<file path="src/include/ocp_map.svh">
// constants of the overcurrent flag block: timing, codes and register map
`ifndef OCP_MAP_SVH
`define OCP_MAP_SVH

`define CLK_MHZ 50
`define WINDOW_US 10
`define WINDOW_CYCLES (`WINDOW_US * `CLK_MHZ)
`define ENTER_US 20
`define ENTER_CYCLES (`ENTER_US * `CLK_MHZ)
`define RESUME_US 300
`define HOLD_CLEAR_US 20
`define HOLD_CLEAR_WINDOWS (`HOLD_CLEAR_US / `WINDOW_US)

`define WIN_CNT_W 9
`define OVER_CNT_W 4
`define WAKE_CNT_W 16

`define RESP_FLOAT 2'h0
`define RESP_GND 2'h1
`define RESP_SUPPLY 2'h2
`define NEED_FLOAT 4'h1
`define NEED_GND 4'h5
`define NEED_SUPPLY 4'ha

`define PIN_RESP_LO 0
`define PIN_RESP_HI 1
`define PIN_ABOVE 2
`define PIN_HOLD 3
`define PIN_ENABLE 4
`define PIN_COUNT 5

`define REG_STATUS 8'h00
`define REG_MASK 8'h04
`define REG_STATE 8'h08

`define EV_ASSERT 0
`define EV_RELEASE 1
`define EV_SLEEP 2
`define EV_WAKE 3
`define EV_COUNT 4

`define ST_FAULT 0
`define ST_HOLD 1
`define ST_ACTIVE 2
`define ST_HELD 3
`define ST_COUNT_LO 4
`define ST_RESP_LO 8

`endif

</file>
<file path="src/include/ocp_pkg.sv">
// types shared by the overcurrent flag block
package ocp_pkg;

  typedef enum logic [1:0]
  {
    pwr_off,
    pwr_waking,
    pwr_on,
    pwr_sleeping
  } power_state_t;

  typedef logic [1:0] resp_code_t;

endpackage

</file>
<file path="src/include/window_if.sv">
// carrier between the comparison window timer and the flag logic
`timescale 1ns/1ps
interface window_if;
  logic clk_en;
  logic sample;
  logic window_end;
  logic window_over;

  modport timer
  (
    input clk_en,
    input sample,
    output window_end,
    output window_over
  );

  modport user
  (
    output clk_en,
    output sample,
    input window_end,
    input window_over
  );
endinterface

</file>
<file path="src/design/overcurrent_flag_output_logic.sv">
// overcurrent fault flag: window counting, hold mode, enable and registers
//
// Behaviour
// RULE_01: fault pin is open-drain, pulled low while over range, else released.
// RULE_02: exactly two output modes, transparent or hold, picked by hold pin.
// RULE_03: hold pin low means transparent: fault follows the condition.
// RULE_04: hold pin high means hold mode.
// RULE_05: transparent: assert on detection, release after one clean window.
// RULE_06: hold mode keeps the fault low after the input drops back.
// RULE_07: host clears a held fault by holding hold pin low 20 us or more.
// RULE_08: on hold pin low, release only if input is below threshold.
// RULE_09: host may raise the hold pin again to re-arm hold mode.
// RULE_10: enable low means low-power disabled, enable high means operating.
// RULE_11: enable falling reaches the disabled state after about 20 us.
// RULE_12: enable rising resumes normal operation after about 300 us.
// RULE_13: consecutive window counter clears when disabled, restarts from zero.
// RULE_14: free-running 10 us window yields one averaged over-threshold result.
// RULE_15: fault after 1, 5 or 10 consecutive over windows; clean window resets.
// RULE_16: response pin: floating 10 us, ground 50 us, supply 100 us.
// RULE_17: hold pin low time is judged by counting comparison windows.
// RULE_18: while disabled the fault is released and hold pin ignored.
`timescale 1ns/1ps
`include "ocp_map.svh"

module overcurrent_flag_output_logic
#(
  parameter int unsigned WAKE_CYCLES = `RESUME_US * `CLK_MHZ
)
(
  input wire logic core_clk,
  input wire logic rst,
  input wire logic clk_en,
  input wire logic above_limit,
  input wire logic hold_select,
  input wire logic enable,
  input wire logic [1:0] response_select,
  output logic fault_pin_out,
  output logic fault_pin_oe_n,
  input wire logic [7:0] reg_addr,
  input wire logic [31:0] reg_wdata,
  input wire logic reg_wr,
  input wire logic reg_rd,
  output logic [31:0] reg_rdata,
  output logic irq
);

  // pin synchronisers
  logic [`PIN_COUNT-1:0] pin_raw;
  logic [`PIN_COUNT-1:0] pin_s1;
  logic [`PIN_COUNT-1:0] pin_s2;
  logic [`PIN_COUNT-1:0] pin_s3;
  logic [`PIN_COUNT-1:0] pin;

  assign pin_raw = {enable, hold_select, above_limit, response_select};

  genvar gi;
  generate
    for (gi = 0; gi < `PIN_COUNT; gi++)
    begin : g_sync
      always_ff @(posedge core_clk or posedge rst)
      begin
        if (rst)
        begin
          pin_s1[gi] <= 1'b0;
          pin_s2[gi] <= 1'b0;
          pin_s3[gi] <= 1'b0;
        end
        else if (clk_en)
        begin
          pin_s1[gi] <= pin_raw[gi];
          pin_s2[gi] <= pin_s1[gi];
          pin_s3[gi] <= pin_s2[gi];
        end
      end

      // a change is accepted only once the last two stages agree
      always_ff @(posedge core_clk or posedge rst)
      begin
        if (rst)
          pin[gi] <= 1'b0;
        else if (clk_en && (pin_s2[gi] == pin_s3[gi]))
          pin[gi] <= pin_s3[gi];
      end
    end
  endgenerate

  logic hold_mode;
  logic enable_in;
  ocp_pkg::resp_code_t resp_code;

  assign hold_mode = pin[`PIN_HOLD]; // RULE_02 RULE_04
  assign enable_in = pin[`PIN_ENABLE];
  assign resp_code = pin[`PIN_RESP_HI:`PIN_RESP_LO];

  // comparison window
  window_if win ();

  assign win.clk_en = clk_en;
  assign win.sample = pin[`PIN_ABOVE];

  window_timebase u_window
  (
    .core_clk(core_clk),
    .rst(rst),
    .win(win)
  );

  // power state
  ocp_pkg::power_state_t pwr;
  ocp_pkg::power_state_t next_pwr;
  logic [`WAKE_CNT_W-1:0] pwr_cnt;
  logic operating;
  logic pwr_done;
  logic enter_off;
  logic enter_on;

  assign operating = (pwr == ocp_pkg::pwr_on) || (pwr == ocp_pkg::pwr_sleeping);

  always_comb
  begin
    pwr_done = 1'b0;
    case (pwr)
      ocp_pkg::pwr_waking:
        pwr_done = pwr_cnt >= `WAKE_CNT_W'(WAKE_CYCLES - 1); // RULE_12
      ocp_pkg::pwr_sleeping:
        pwr_done = pwr_cnt >= `WAKE_CNT_W'(`ENTER_CYCLES - 1); // RULE_11
      default:
        pwr_done = 1'b0;
    endcase
  end

  always_comb
  begin
    next_pwr = pwr;
    case (pwr)
      ocp_pkg::pwr_off:
        if (enable_in)
          next_pwr = ocp_pkg::pwr_waking;
      ocp_pkg::pwr_waking:
        if (!enable_in)
          next_pwr = ocp_pkg::pwr_off;
        else if (pwr_done)
          next_pwr = ocp_pkg::pwr_on;
      ocp_pkg::pwr_on:
        if (!enable_in)
          next_pwr = ocp_pkg::pwr_sleeping;
      ocp_pkg::pwr_sleeping:
        if (enable_in)
          next_pwr = ocp_pkg::pwr_on;
        else if (pwr_done)
          next_pwr = ocp_pkg::pwr_off;
      default:
        next_pwr = ocp_pkg::pwr_off;
    endcase
  end

  assign enter_off = (pwr == ocp_pkg::pwr_sleeping) &&
    (next_pwr == ocp_pkg::pwr_off);
  assign enter_on = (pwr == ocp_pkg::pwr_waking) &&
    (next_pwr == ocp_pkg::pwr_on);

  always_ff @(posedge core_clk or posedge rst)
  begin
    if (rst)
      pwr <= ocp_pkg::pwr_off;
    else if (clk_en)
      pwr <= next_pwr; // RULE_10
  end

  always_ff @(posedge core_clk or posedge rst)
  begin
    if (rst)
      pwr_cnt <= '0;
    else if (clk_en)
    begin
      if (next_pwr != pwr)
        pwr_cnt <= '0;
      else if (!pwr_done)
        pwr_cnt <= pwr_cnt + `WAKE_CNT_W'(1);
    end
  end

  // consecutive over-threshold windows
  logic [`OVER_CNT_W-1:0] need;
  logic [`OVER_CNT_W-1:0] over_cnt;
  logic [`OVER_CNT_W-1:0] over_inc;
  logic trigger;

  always_comb
  begin
    case (resp_code)
      `RESP_GND: need = `NEED_GND; // RULE_16
      `RESP_SUPPLY: need = `NEED_SUPPLY;
      default: need = `NEED_FLOAT;
    endcase
  end

  assign over_inc = over_cnt + `OVER_CNT_W'(1);
  assign trigger = operating && win.window_end && win.window_over &&
    (over_inc >= need); // RULE_15

  always_ff @(posedge core_clk or posedge rst)
  begin
    if (rst)
      over_cnt <= '0;
    else if (clk_en)
    begin
      if (!operating)
        over_cnt <= '0; // RULE_13
      else if (win.window_end)
      begin
        if (!win.window_over)
          over_cnt <= '0; // RULE_15
        else if (over_inc < need)
          over_cnt <= over_inc;
      end
    end
  end

  // hold pin low time, measured in whole windows
  logic [1:0] hold_low_windows;
  logic hold_clear_ok;

  // the clearing window end counts as the last one of the low run, so any
  // low pulse that spans the clear time is honoured whatever the window phase
  assign hold_clear_ok =
    (hold_low_windows + 2'(1)) >= 2'(`HOLD_CLEAR_WINDOWS);

  always_ff @(posedge core_clk or posedge rst)
  begin
    if (rst)
      hold_low_windows <= '0;
    else if (clk_en)
    begin
      if (hold_mode || !operating)
        hold_low_windows <= '0;
      else if (win.window_end && !hold_clear_ok)
        hold_low_windows <= hold_low_windows + 2'(1); // RULE_17
    end
  end

  // fault flag; the pin driver state doubles as the flag itself
  logic fault;
  logic held;
  logic set_fault;
  logic clr_fault;

  assign fault = !fault_pin_oe_n;
  assign set_fault = trigger && !fault;
  // a held fault needs the hold pin low long enough and a clean window
  assign clr_fault = fault && (!operating ||
    (win.window_end && !win.window_over && !hold_mode &&
    (!held || hold_clear_ok))); // RULE_03 RULE_05 RULE_06 RULE_08 RULE_18

  always_ff @(posedge core_clk or posedge rst)
  begin
    if (rst)
      fault_pin_oe_n <= 1'b1;
    else if (clk_en)
    begin
      if (clr_fault)
        fault_pin_oe_n <= 1'b1; // RULE_01
      else if (set_fault)
        fault_pin_oe_n <= 1'b0; // RULE_01
    end
  end

  // the pin is only ever pulled low, never driven high
  always_ff @(posedge core_clk or posedge rst)
  begin
    if (rst)
      fault_pin_out <= 1'b0;
    else if (clk_en)
      fault_pin_out <= 1'b0;
  end

  // a fault is held once hold mode is seen while it stands
  always_ff @(posedge core_clk or posedge rst)
  begin
    if (rst)
      held <= 1'b0;
    else if (clk_en)
    begin
      if (clr_fault || !operating)
        held <= 1'b0;
      else if ((fault || set_fault) && hold_mode)
        held <= 1'b1; // RULE_06
    end
  end

  // registers
  logic [`EV_COUNT-1:0] status;
  logic [`EV_COUNT-1:0] mask;
  logic [`EV_COUNT-1:0] events;
  logic [31:0] state_word;
  logic [31:0] rd_value;

  assign events[`EV_ASSERT] = set_fault;
  assign events[`EV_RELEASE] = clr_fault;
  assign events[`EV_SLEEP] = enter_off;
  assign events[`EV_WAKE] = enter_on;

  always_comb
  begin
    state_word = '0;
    state_word[`ST_FAULT] = fault;
    state_word[`ST_HOLD] = hold_mode;
    state_word[`ST_ACTIVE] = operating;
    state_word[`ST_HELD] = held;
    state_word[`ST_COUNT_LO +: `OVER_CNT_W] = over_cnt;
    state_word[`ST_RESP_LO +: 2] = resp_code;
  end

  always_comb
  begin
    case (reg_addr)
      `REG_STATUS: rd_value = {{(32 - `EV_COUNT){1'b0}}, status};
      `REG_MASK: rd_value = {{(32 - `EV_COUNT){1'b0}}, mask};
      `REG_STATE: rd_value = state_word;
      default: rd_value = '0;
    endcase
  end

  // an event in the clearing cycle survives: set wins over write-one-clear
  always_ff @(posedge core_clk or posedge rst)
  begin
    if (rst)
      status <= '0;
    else if (clk_en)
    begin
      if (reg_wr && (reg_addr == `REG_STATUS))
        status <= (status & ~reg_wdata[`EV_COUNT-1:0]) | events;
      else
        status <= status | events;
    end
  end

  always_ff @(posedge core_clk or posedge rst)
  begin
    if (rst)
      mask <= '0;
    else if (clk_en && reg_wr && (reg_addr == `REG_MASK))
      mask <= reg_wdata[`EV_COUNT-1:0];
  end

  always_ff @(posedge core_clk or posedge rst)
  begin
    if (rst)
      reg_rdata <= '0;
    else if (clk_en)
      reg_rdata <= reg_rd ? rd_value : '0;
  end

  always_ff @(posedge core_clk or posedge rst)
  begin
    if (rst)
      irq <= 1'b0;
    else if (clk_en)
      irq <= |(status & mask);
  end

endmodule // overcurrent_flag_output_logic

</file>
<file path="src/design/window_timebase.sv">
// free-running comparison window with averaging of the sensed sample
`timescale 1ns/1ps
`include "ocp_map.svh"

module window_timebase
(
  input wire logic core_clk,
  input wire logic rst,
  window_if.timer win
);

  logic [`WIN_CNT_W-1:0] phase;
  logic [`WIN_CNT_W-1:0] above_acc;
  logic last;
  logic [`WIN_CNT_W-1:0] total;

  assign last = (phase == `WIN_CNT_W'(`WINDOW_CYCLES - 1));
  assign total = above_acc + `WIN_CNT_W'(win.sample);

  // the window runs on regardless of enable, as the analog side does
  always_ff @(posedge core_clk or posedge rst)
  begin
    if (rst)
      phase <= '0;
    else if (win.clk_en)
      phase <= last ? '0 : phase + `WIN_CNT_W'(1);
  end

  // averaging: the window is over when most of its samples were above
  always_ff @(posedge core_clk or posedge rst)
  begin
    if (rst)
      above_acc <= '0;
    else if (win.clk_en)
      above_acc <= last ? '0 : total;
  end

  always_ff @(posedge core_clk or posedge rst)
  begin
    if (rst)
    begin
      win.window_end <= 1'b0;
      win.window_over <= 1'b0;
    end
    else if (win.clk_en)
    begin
      win.window_end <= last;
      if (last)
        win.window_over <= total > `WIN_CNT_W'(`WINDOW_CYCLES / 2); // RULE_14
    end
  end

endmodule // window_timebase

</file>
<file path="config.mk">
export PLATFORM = sky130hd
export DESIGN_NAME = overcurrent_flag_output_logic
export DESIGN_NICKNAME = d
export VERILOG_FILES = /design/src/include/ocp_pkg.sv /design/src/include/window_if.sv /design/src/design/overcurrent_flag_output_logic.sv /design/src/design/window_timebase.sv
export VERILOG_INCLUDE_DIRS = /design/src /design/src/include
export SDC_FILE = /design/constraint.sdc
export NUM_CORES = 1
export LEC_CHECK = 0
export ABC_AREA = 1
export BUFFER_PORTS_ARGS = -buffer_cell sky130_fd_sc_hd__buf_2
export CORE_MARGIN = 5
export CORE_UTILIZATION = 55
export CTS_CLUSTER_DIAMETER = 40
export CTS_CLUSTER_SIZE = 25
export DETAILED_ROUTE_END_ITERATION = 8
export PLACE_DENSITY = 0.77
export SLEW_MARGIN = 30
export SYNTH_ARGS = -nofsm -noshare
export SYNTH_HDL_FRONTEND = slang
export SYNTH_HIERARCHICAL = 1
export SYNTH_SLANG_ARGS = --single-unit
</file>
<file path="constraint.sdc">
create_clock -name core_clk -period 2.22 [get_ports core_clk]
set_input_delay 0.111 -clock core_clk [delete_from_list [all_inputs] [get_ports core_clk]]
set_output_delay 0.111 -clock core_clk [all_outputs]
set_load 0.05 [all_outputs]
</file>
==> results by group, run 1 <==
STA
  • Fin crit share: 91.9%
  • Final Hold Viols: 0
  • Clock Skew: around 0.012 ns
  • Worst slew margin: 47.3%
  • WHS: roughly 0.027 ns
  • Final slew viol count: 0
  • Setup violators final: 0
  • Final worst path period need: 2.04 ns
  • Measured slew at the worst slew-check pin: 0.790 ns
  • Fmax: 490 MHz

Drt
  • Routed wire length: around 9800 um
  • Met2 wire length: 4910 um
  • Via count: around 3.9k
  • Metal3 WL: 487 um
  • Via density per instance: 5.13
  • 1st-iter DRT viols: 194
  • WL met1: 4220 um
  • Drt first pass iters: 4
  • Wirelength per Cell: 13.0 um
  • Residual DRC: 0
  • Antenna Nets Post-Route: 0
  • Uppermost routed layer: met4

Clocking
  • CTS root buffer: clkbuf_8
  • Clock sink count: 85
  • H-tree Lvls: 3
  • CTS tree: built
  • Skew-Pair Late Insertion Delay: 0.37 ns
  • Worst-path clk slew: 0.10 ns
  • Num CTS Buffers: 9
  • Clock Tree Buf Depth: 2

Worst setup path
  • Crit path required time: 2.51 ns
  • Number of cells on the worst reg-to-reg path: 10
  • Critical path startpoint: over_cnt[0]
  • FF-to-FF End: over_cnt[2]
  • Crit path DAT: 2.33 ns
  • Critical Path End Type: flop
  • Worst R2R Start: over_cnt[0]
  • CP Launch Type: flop
  • R2R Setup Slk: 0.18 ns
  • CP Class: flop to flop
  • Crit Path Max Fanout: 5

Synthesis
  • FF+latch count, synth: 85
  • Register area share after synthesis: 45.5%
  • Avg Cell Area, Syn: 7.83 um^2
  • Post-synth EDFFs: 0
  • Share of the synthesized area in the top cell type: between 40% and 50%
  • Cell taking the most area after synthesis: dfrtp_1
  • Count of cell types in the netlist: 44
  • Mapped Area: between 4000 and 5000 um^2
  • Count leader, synth: nand2_1
  • Area contributors post-synth: dfrtp_1 45%, nand2_1 12%, inv_1 7.3%
  • Synth async-reset ratio: 100%
  • Yosys warns: 6
  • Top cells by count, synth: 155 x nand2_1, 91 x inv_1, 84 x dfrtp_1
  • Ys flop type: dfrtp_1
  • Cell count after synthesis: 598

Layout
  • Layout Utilization: 63.2%
  • Ant. Diodes: 0
  • Synth-to-layout area growth: 11.4%
  • Non-filler cells, final: 757
  • Register area: 2130 um^2
  • Area occupied by multi-input gates: between 2000 and 2500 um^2
  • Layout cell share with drive strength beyond 1: 13.7%
  • FILL cells: between 700 and 800
  • Post-route cell area: between 5000 and 6000 um^2
  • Final nets: 707

Global route
  • Vias in the first global route: 3738
  • Initial antenna violation count: 0
  • Largest net degree at the start of global routing: 43
  • Global route total overflow: 0
  • Total track usage: 19.8%
  • First-pass GRT wire length: 16600 um

Placed design
  • Placed cells: 730
  • Buffers on Ports: 33
  • GPL Wtd Cong: 0.887
  • DPL Wire Length: 7010 um
  • Placed Area: 4890 um^2

Worst hold path
  • HP Class: primary input to flop
  • Hold_sp: reg_wdata[2]
  • Hold depth: 2
  • WHS Endpoint: mask[2]

Pwr
  • Peak VDD IR: 0.000461 V
  • Pwr per Cell Area: 884 nW/um^2
  • P_leak: 2.84 nW

Floorplan
  • Core Area: 8260 um^2
  • DIE AREA: 10500 um^2
  • Chip height: 102 um
  • FP Rows: 33
  • Die Width: 102 um
  • Initial Util: 56.7%
  • # IOs: 85

Job
  • Max Cap Viol: 0

Outcome
  • Status: complete, no violations
[kinds of logic (layout without fill, tap and decap cells)]
logic type / after synthesis / in the layout / share of synthesized area, %
other: 1 / 23 / 0.0801
flip-flops: 85 / 85 / 45.5
AO/OA/AOI/OAI: 84 / 84 / 11.0
adder cells (fa/ha/maj): 10 / 10 / 2.67
XOR/XNOR: 16 / 16 / 2.99
AND/OR/NAND/NOR: 270 / 270 / 25.0
multiplexers: 1 / 1 / 0.241
buffers and inverters: 131 / 163 / 12.6
[what timing repair did]
action | CTS | global route
endpoints found under the hold margin | 48 | 0
resized for setup | 0 | 7
endpoints found under the setup margin | 0 | 5
buffers inserted | 0 | 5
hold buffers | 6 | 0
[worst max path at each step]
| stage | endpoint | slack, ns |
|---|---|---|
| 5_1_grt | over_cnt[2] | -0.02 |
| 3_3_place_gp | over_cnt[3] | 0.27 |
| 3_5_place_dp | held | 0.19 |
| 2_1_floorplan | held | 0.42 |
| 4_1_cts | held | 0.15 |
| 6_report | over_cnt[2] | 0.18 |
[placed cells by master, fill, tap and decap left out, drive strengths merged]
master	count
nand4	10
ha	10
a32o	6
xor2	13
clkinvlp	2
o211ai	3
buf	44
inv	98
xnor2	3
o21bai	1
and2	1
a21o	1
a41oi	1
dlygate4sd3	6
bufinv	1
mux2	1
clkbuf	9
nor3	13
clkinv	3
conb	23
nand3	35
dfrtp	84
o21a	1
nor2	48
nand2	160
a21oi	16
o22ai	3
dfstp	1
o21ai	46
nor3b	1
a31oi	2
or2	2
a22o	4
[power by group]
part / internal (mW) / total [mW] / switching [mW]
clock network: 0.537 / 1.15 / 0.608
logic: 0.500 / 1.37 / 0.868
registers: 1.83 / 2.10 / 0.265
[flip-flops by register name, indices dropped and copies added, names as in the netlist, 2 cells and up]
name,count
pwr_cnt,16
pin_s2,5
hold_low_windows,2
pin,2
pin_s1,5
pin_s3,5
pwr,2
u_window/above_acc,9
status,4
mask,4
reg_rdata,10
u_window/phase,9
over_cnt,4
[routing by layer]
metal	vias up	GRT usage (%)
met3	15	4.44
met4	0	6.36
met1	1845	24.7
met5	-	0
li1	1948	-
met2	77	34.2
[cell type report]
class | count | area share, %
multi-input combinational | 404 | 39.6
timing repair buffer | 50 | 6.14
tap | 105 | 2.52
sequential | 85 | 40.8
clock inverter | 7 | 1.58
clock buffer | 9 | 2.37
inverter | 97 | 6.98
[worst max-delay path: stages (launching register included)]
cell and delay, ns:
dfrtp_2 0.45, nand3_1 0.11, xor2_1 0.19, inv_1 0.08, ha_1 0.32, a21o_1 0.18, o21ai_0 0.15, nand2_1 0.16
inv_1 0.08, nand2_1 0.07, o21ai_0 0.17
[metrics by stage]
step	setup TNS [ns]	worst slack [ns]	power [mW]
floorplan	0	0.424	3.10
global placement	0	0.275	3.26
detailed placement	0	0.194	3.36
CTS	0	0.154	4.52
global route	-0.0164	-0.0164	4.95
finish	0	0.179	4.61
Power figures use the tool's default switching activity.
==> run 2: changes to the inputs <==
--- a/config.mk
+++ b/config.mk
@@ -8,12 +8,13 @@
 export LEC_CHECK = 0
 export ABC_AREA = 1
 export BUFFER_PORTS_ARGS = -buffer_cell sky130_fd_sc_hd__buf_2
+export CAP_MARGIN = 20
 export CORE_MARGIN = 5
-export CORE_UTILIZATION = 55
+export CORE_UTILIZATION = 56
 export CTS_CLUSTER_DIAMETER = 40
 export CTS_CLUSTER_SIZE = 25
 export DETAILED_ROUTE_END_ITERATION = 8
-export PLACE_DENSITY = 0.77
+export PLACE_DENSITY = 0.78
 export SLEW_MARGIN = 30
 export SYNTH_ARGS = -nofsm -noshare
 export SYNTH_HDL_FRONTEND = slang
==> run 2 against run 1 <==
Sequential share of layout area is 0.33 points higher. Worst setup slack got worse by 0.030 ns. Core utilization grew 0.13 points. Critical endpoint is now held. Die area shrank 1.6%. Design area decreased by 0.79%.
==> results by group, run 2 (same netlist as run 1, synthesis figures left out) <==
Outcome
  • Status: complete, no violations

STA
  • Clock Skew: 0.00947 ns (-0.00265 ns)
  • Fin crit share: 93.3% (+1.4 points)
  • Final worst path period need: 2.07 ns (+0.0300 ns)
  • Measured slew at the worst slew-check pin: 0.761 ns (-0.0289 ns)
  • Setup violators final: 0 (unchanged)
  • Worst slew margin: 49.2% (+1.9 points)
  • Fmax: 483 MHz (-1.4%)
  • Final Hold Viols: 0 (unchanged)
  • Final slew viol count: 0 (unchanged)

Worst setup path
  • Buf/Inv on CP: 1 (-1)
  • Slowest cell on crit path: dfrtp_2
  • CP delay by family, top: adder cells
  • CP Launch Type: flop
  • Crit Path Max Fanout: 6 (+1)
  • CP Class: flop to flop
  • Crit path cell chain: ha_1 > xnor2_2 > inv_1 > ha_1 > nand2_1 > a21oi_1 > nor2_1 > o21ai_0 > nand3_1 > nand2_1 > nand3_1 > a21oi_1
  • Crit path required time: 2.50 ns (about the same)
  • Biggest cell delay along the critical path: 0.45 ns (about the same)
  • Crit path DAT: 2.35 ns (+0.02 ns)
  • Critical Path End Type: flop

Pwr
  • Seq pwr share: 46.3% (+0.8 points)
  • Pwr per Cell Area: 872 nW/um^2 (-1.3%)
  • Peak VDD IR: 0.000606 V (+32%)
  • Clock power share: 25.3% (+0.4 points)
  • P_leak: 2.82 nW (-0.68%)
  • Net Switching: 1.65 mW (-5.3%)
  • Gate power share: 28.4% (-1.3 points)
  • Int Power: 2.86 mW (-0.17%)
  • Sw Ratio: 36.5% (-1.2 points)

Placed design
  • Placed cells: 730 (unchanged)
  • DPL Wire Length: 7010 um (about the same)
  • Buffers on Ports: 33 (unchanged)
  • GPL Wtd Cong: 0.857 (-3.4%)
  • Placed Area: 4880 um^2 (-0.26%)

Global route
  • Largest net degree at the start of global routing: 38 (-12%)
  • Initial antenna violation count: 0 (unchanged)
  • Vias in the first global route: 3810 (+1.9%)
  • First-pass GRT wire length: 16200 um (-2.3%)
  • Global route total overflow: 0 (unchanged)
  • Total track usage: 19.6% (-0.17 points)

Layout
  • Ant. Diodes: 0 (unchanged)
  • Layout cell share with drive strength beyond 1: 12.5% (-1.2 points)
  • Non-filler cells, final: 753 (-0.53%)
  • Top reg by flops: pwr_cnt
  • Largest register FFs: 16 (unchanged)
  • Most frequent cells in the layout: 155 x nand2_1, 90 x inv_1, 83 x dfrtp_1
  • Top flop regs: pwr_cnt (16), reg_rdata (10)
  • Synth-to-layout area growth: 10.6%
  • Final nets: 703 (-0.57%)
  • Post-route cell area: 5170 um^2 (-0.79%)
  • Commonest non-fill, non-tap cell in the layout: nand2_1

Floorplan
  • Chip height: 101 um (-0.81%)
  • Initial Util: 57.3% (+0.57 points)
  • DIE AREA: 10300 um^2 (-1.6%)
  • # IOs: 85 (unchanged)
  • Core Area: 8180 um^2 (-1.0%)
  • FP Rows: 33 (unchanged)
  • Die Width: 101 um (-0.81%)

Drt
  • 1st-iter DRT viols: 143 (-26%)
  • Drt first pass iters: 5 (+1)
  • Routed wire length: 9430 um (-3.9%)
  • Residual DRC: 0 (unchanged)
  • Via density per instance: 5.11 (-0.40%)
  • Wirelength per Cell: 12.5 um (-3.4%)
  • Via count: 3849 (-0.93%)
  • Antenna Nets Post-Route: 0 (unchanged)

Clocking
  • Skew-Pair Late Insertion Delay: 0.36 ns (about the same)
  • H-tree Lvls: 3 (unchanged)
  • CTS tree: built
  • Worst-path clk slew: 0.08 ns (-0.02 ns)
  • Clock Tree Buf Depth: 2 (unchanged)
  • CTS root buffer: clkbuf_8
  • Clock sink count: 85 (unchanged)
  • Num CTS Buffers: 9 (unchanged)

Job
  • Max Cap Viol: 0 (unchanged)

Worst hold path
  • HP Class: primary input to flop
run 2: cell types whose count changed in the layout (fill, tap and decap cells not counted), moves of 2 or more:
cell	before	now
buf_4	10	7
clkbuf_8	9	11
a21oi_2	4	2
a21oi_1	12	14
o21ai_1	9	7
o21ai_0	37	39
run 2: final timing paths:
check	slack [ns]	endpoint	cells after the start	start
worst max-delay path	0.15	held	12	over_cnt[0]
worst min-delay path	0.03	mask[2]	2	reg_wdata[2]
worst max register to register	0.15	held	12	over_cnt[0]
worst min register to register	0.49	pin_s2[3]	2	pin_s2[3]
max in group asynchronous	1.29	u_window/phase[6]	3	rst
min in group asynchronous	0.38	reg_rdata[0]	4	rst
run 2: timing repair:
action / 4_1_cts / 5_1_grt
buffers inserted: 0 / 1
endpoints found under the hold margin: 89 / 0
gates resized for setup: 0 / 3
hold buffers: 6 / 0
setup endpoints to repair: 0 / 6
run 2: layout make-up:
class                   instances  area [um^2]
fillers                       704         3000
repair buffers                 46          278
multi-input cells             404         2060
clock inverters                 4         55.1
flip-flops and latches         85         2130
well taps                     105          131
clock buffers                  12          155
inverters                      97          364
run 2: power groups by stage:
stage	clock, mW	sequential, mW	combinational (mW)
6_report	1.14	2.09	1.28
5_1_grt	1.24	2.13	1.47
4_1_cts	1.18	2.08	1.27
3_5_place_dp	0	2.11	1.25
3_3_place_gp	0	2.09	1.17
2_1_floorplan	0	2.08	1.02
run 2: through the flow:
stage	setup WS (ns)	util [%]	setup TNS, ns	total power, mW	hold slack (ns)
final	0.149	63.3	0	4.51	0.0315
after global routing	-0.00257	63.3	-0.00257	4.84	0.0178
after CTS	0.119	63.0	0	4.52	0.0142
after detailed placement	0.146	59.7	0	3.36	0.219
after global placement	0.276	59.7	0	3.26	0.214
after floorplan	0.424	-	0	3.10	0.0748
run 2: layer usage:
metal | GRT usage, % | up-vias | wire [um]
li1 | - | 1945 | -
met1 | 22.8 | 1810 | 3940
met5 | 0 | - | 0
met4 | 7.67 | 0 | 159
met3 | 4.20 | 17 | 428
met2 | 35.3 | 77 | 4900
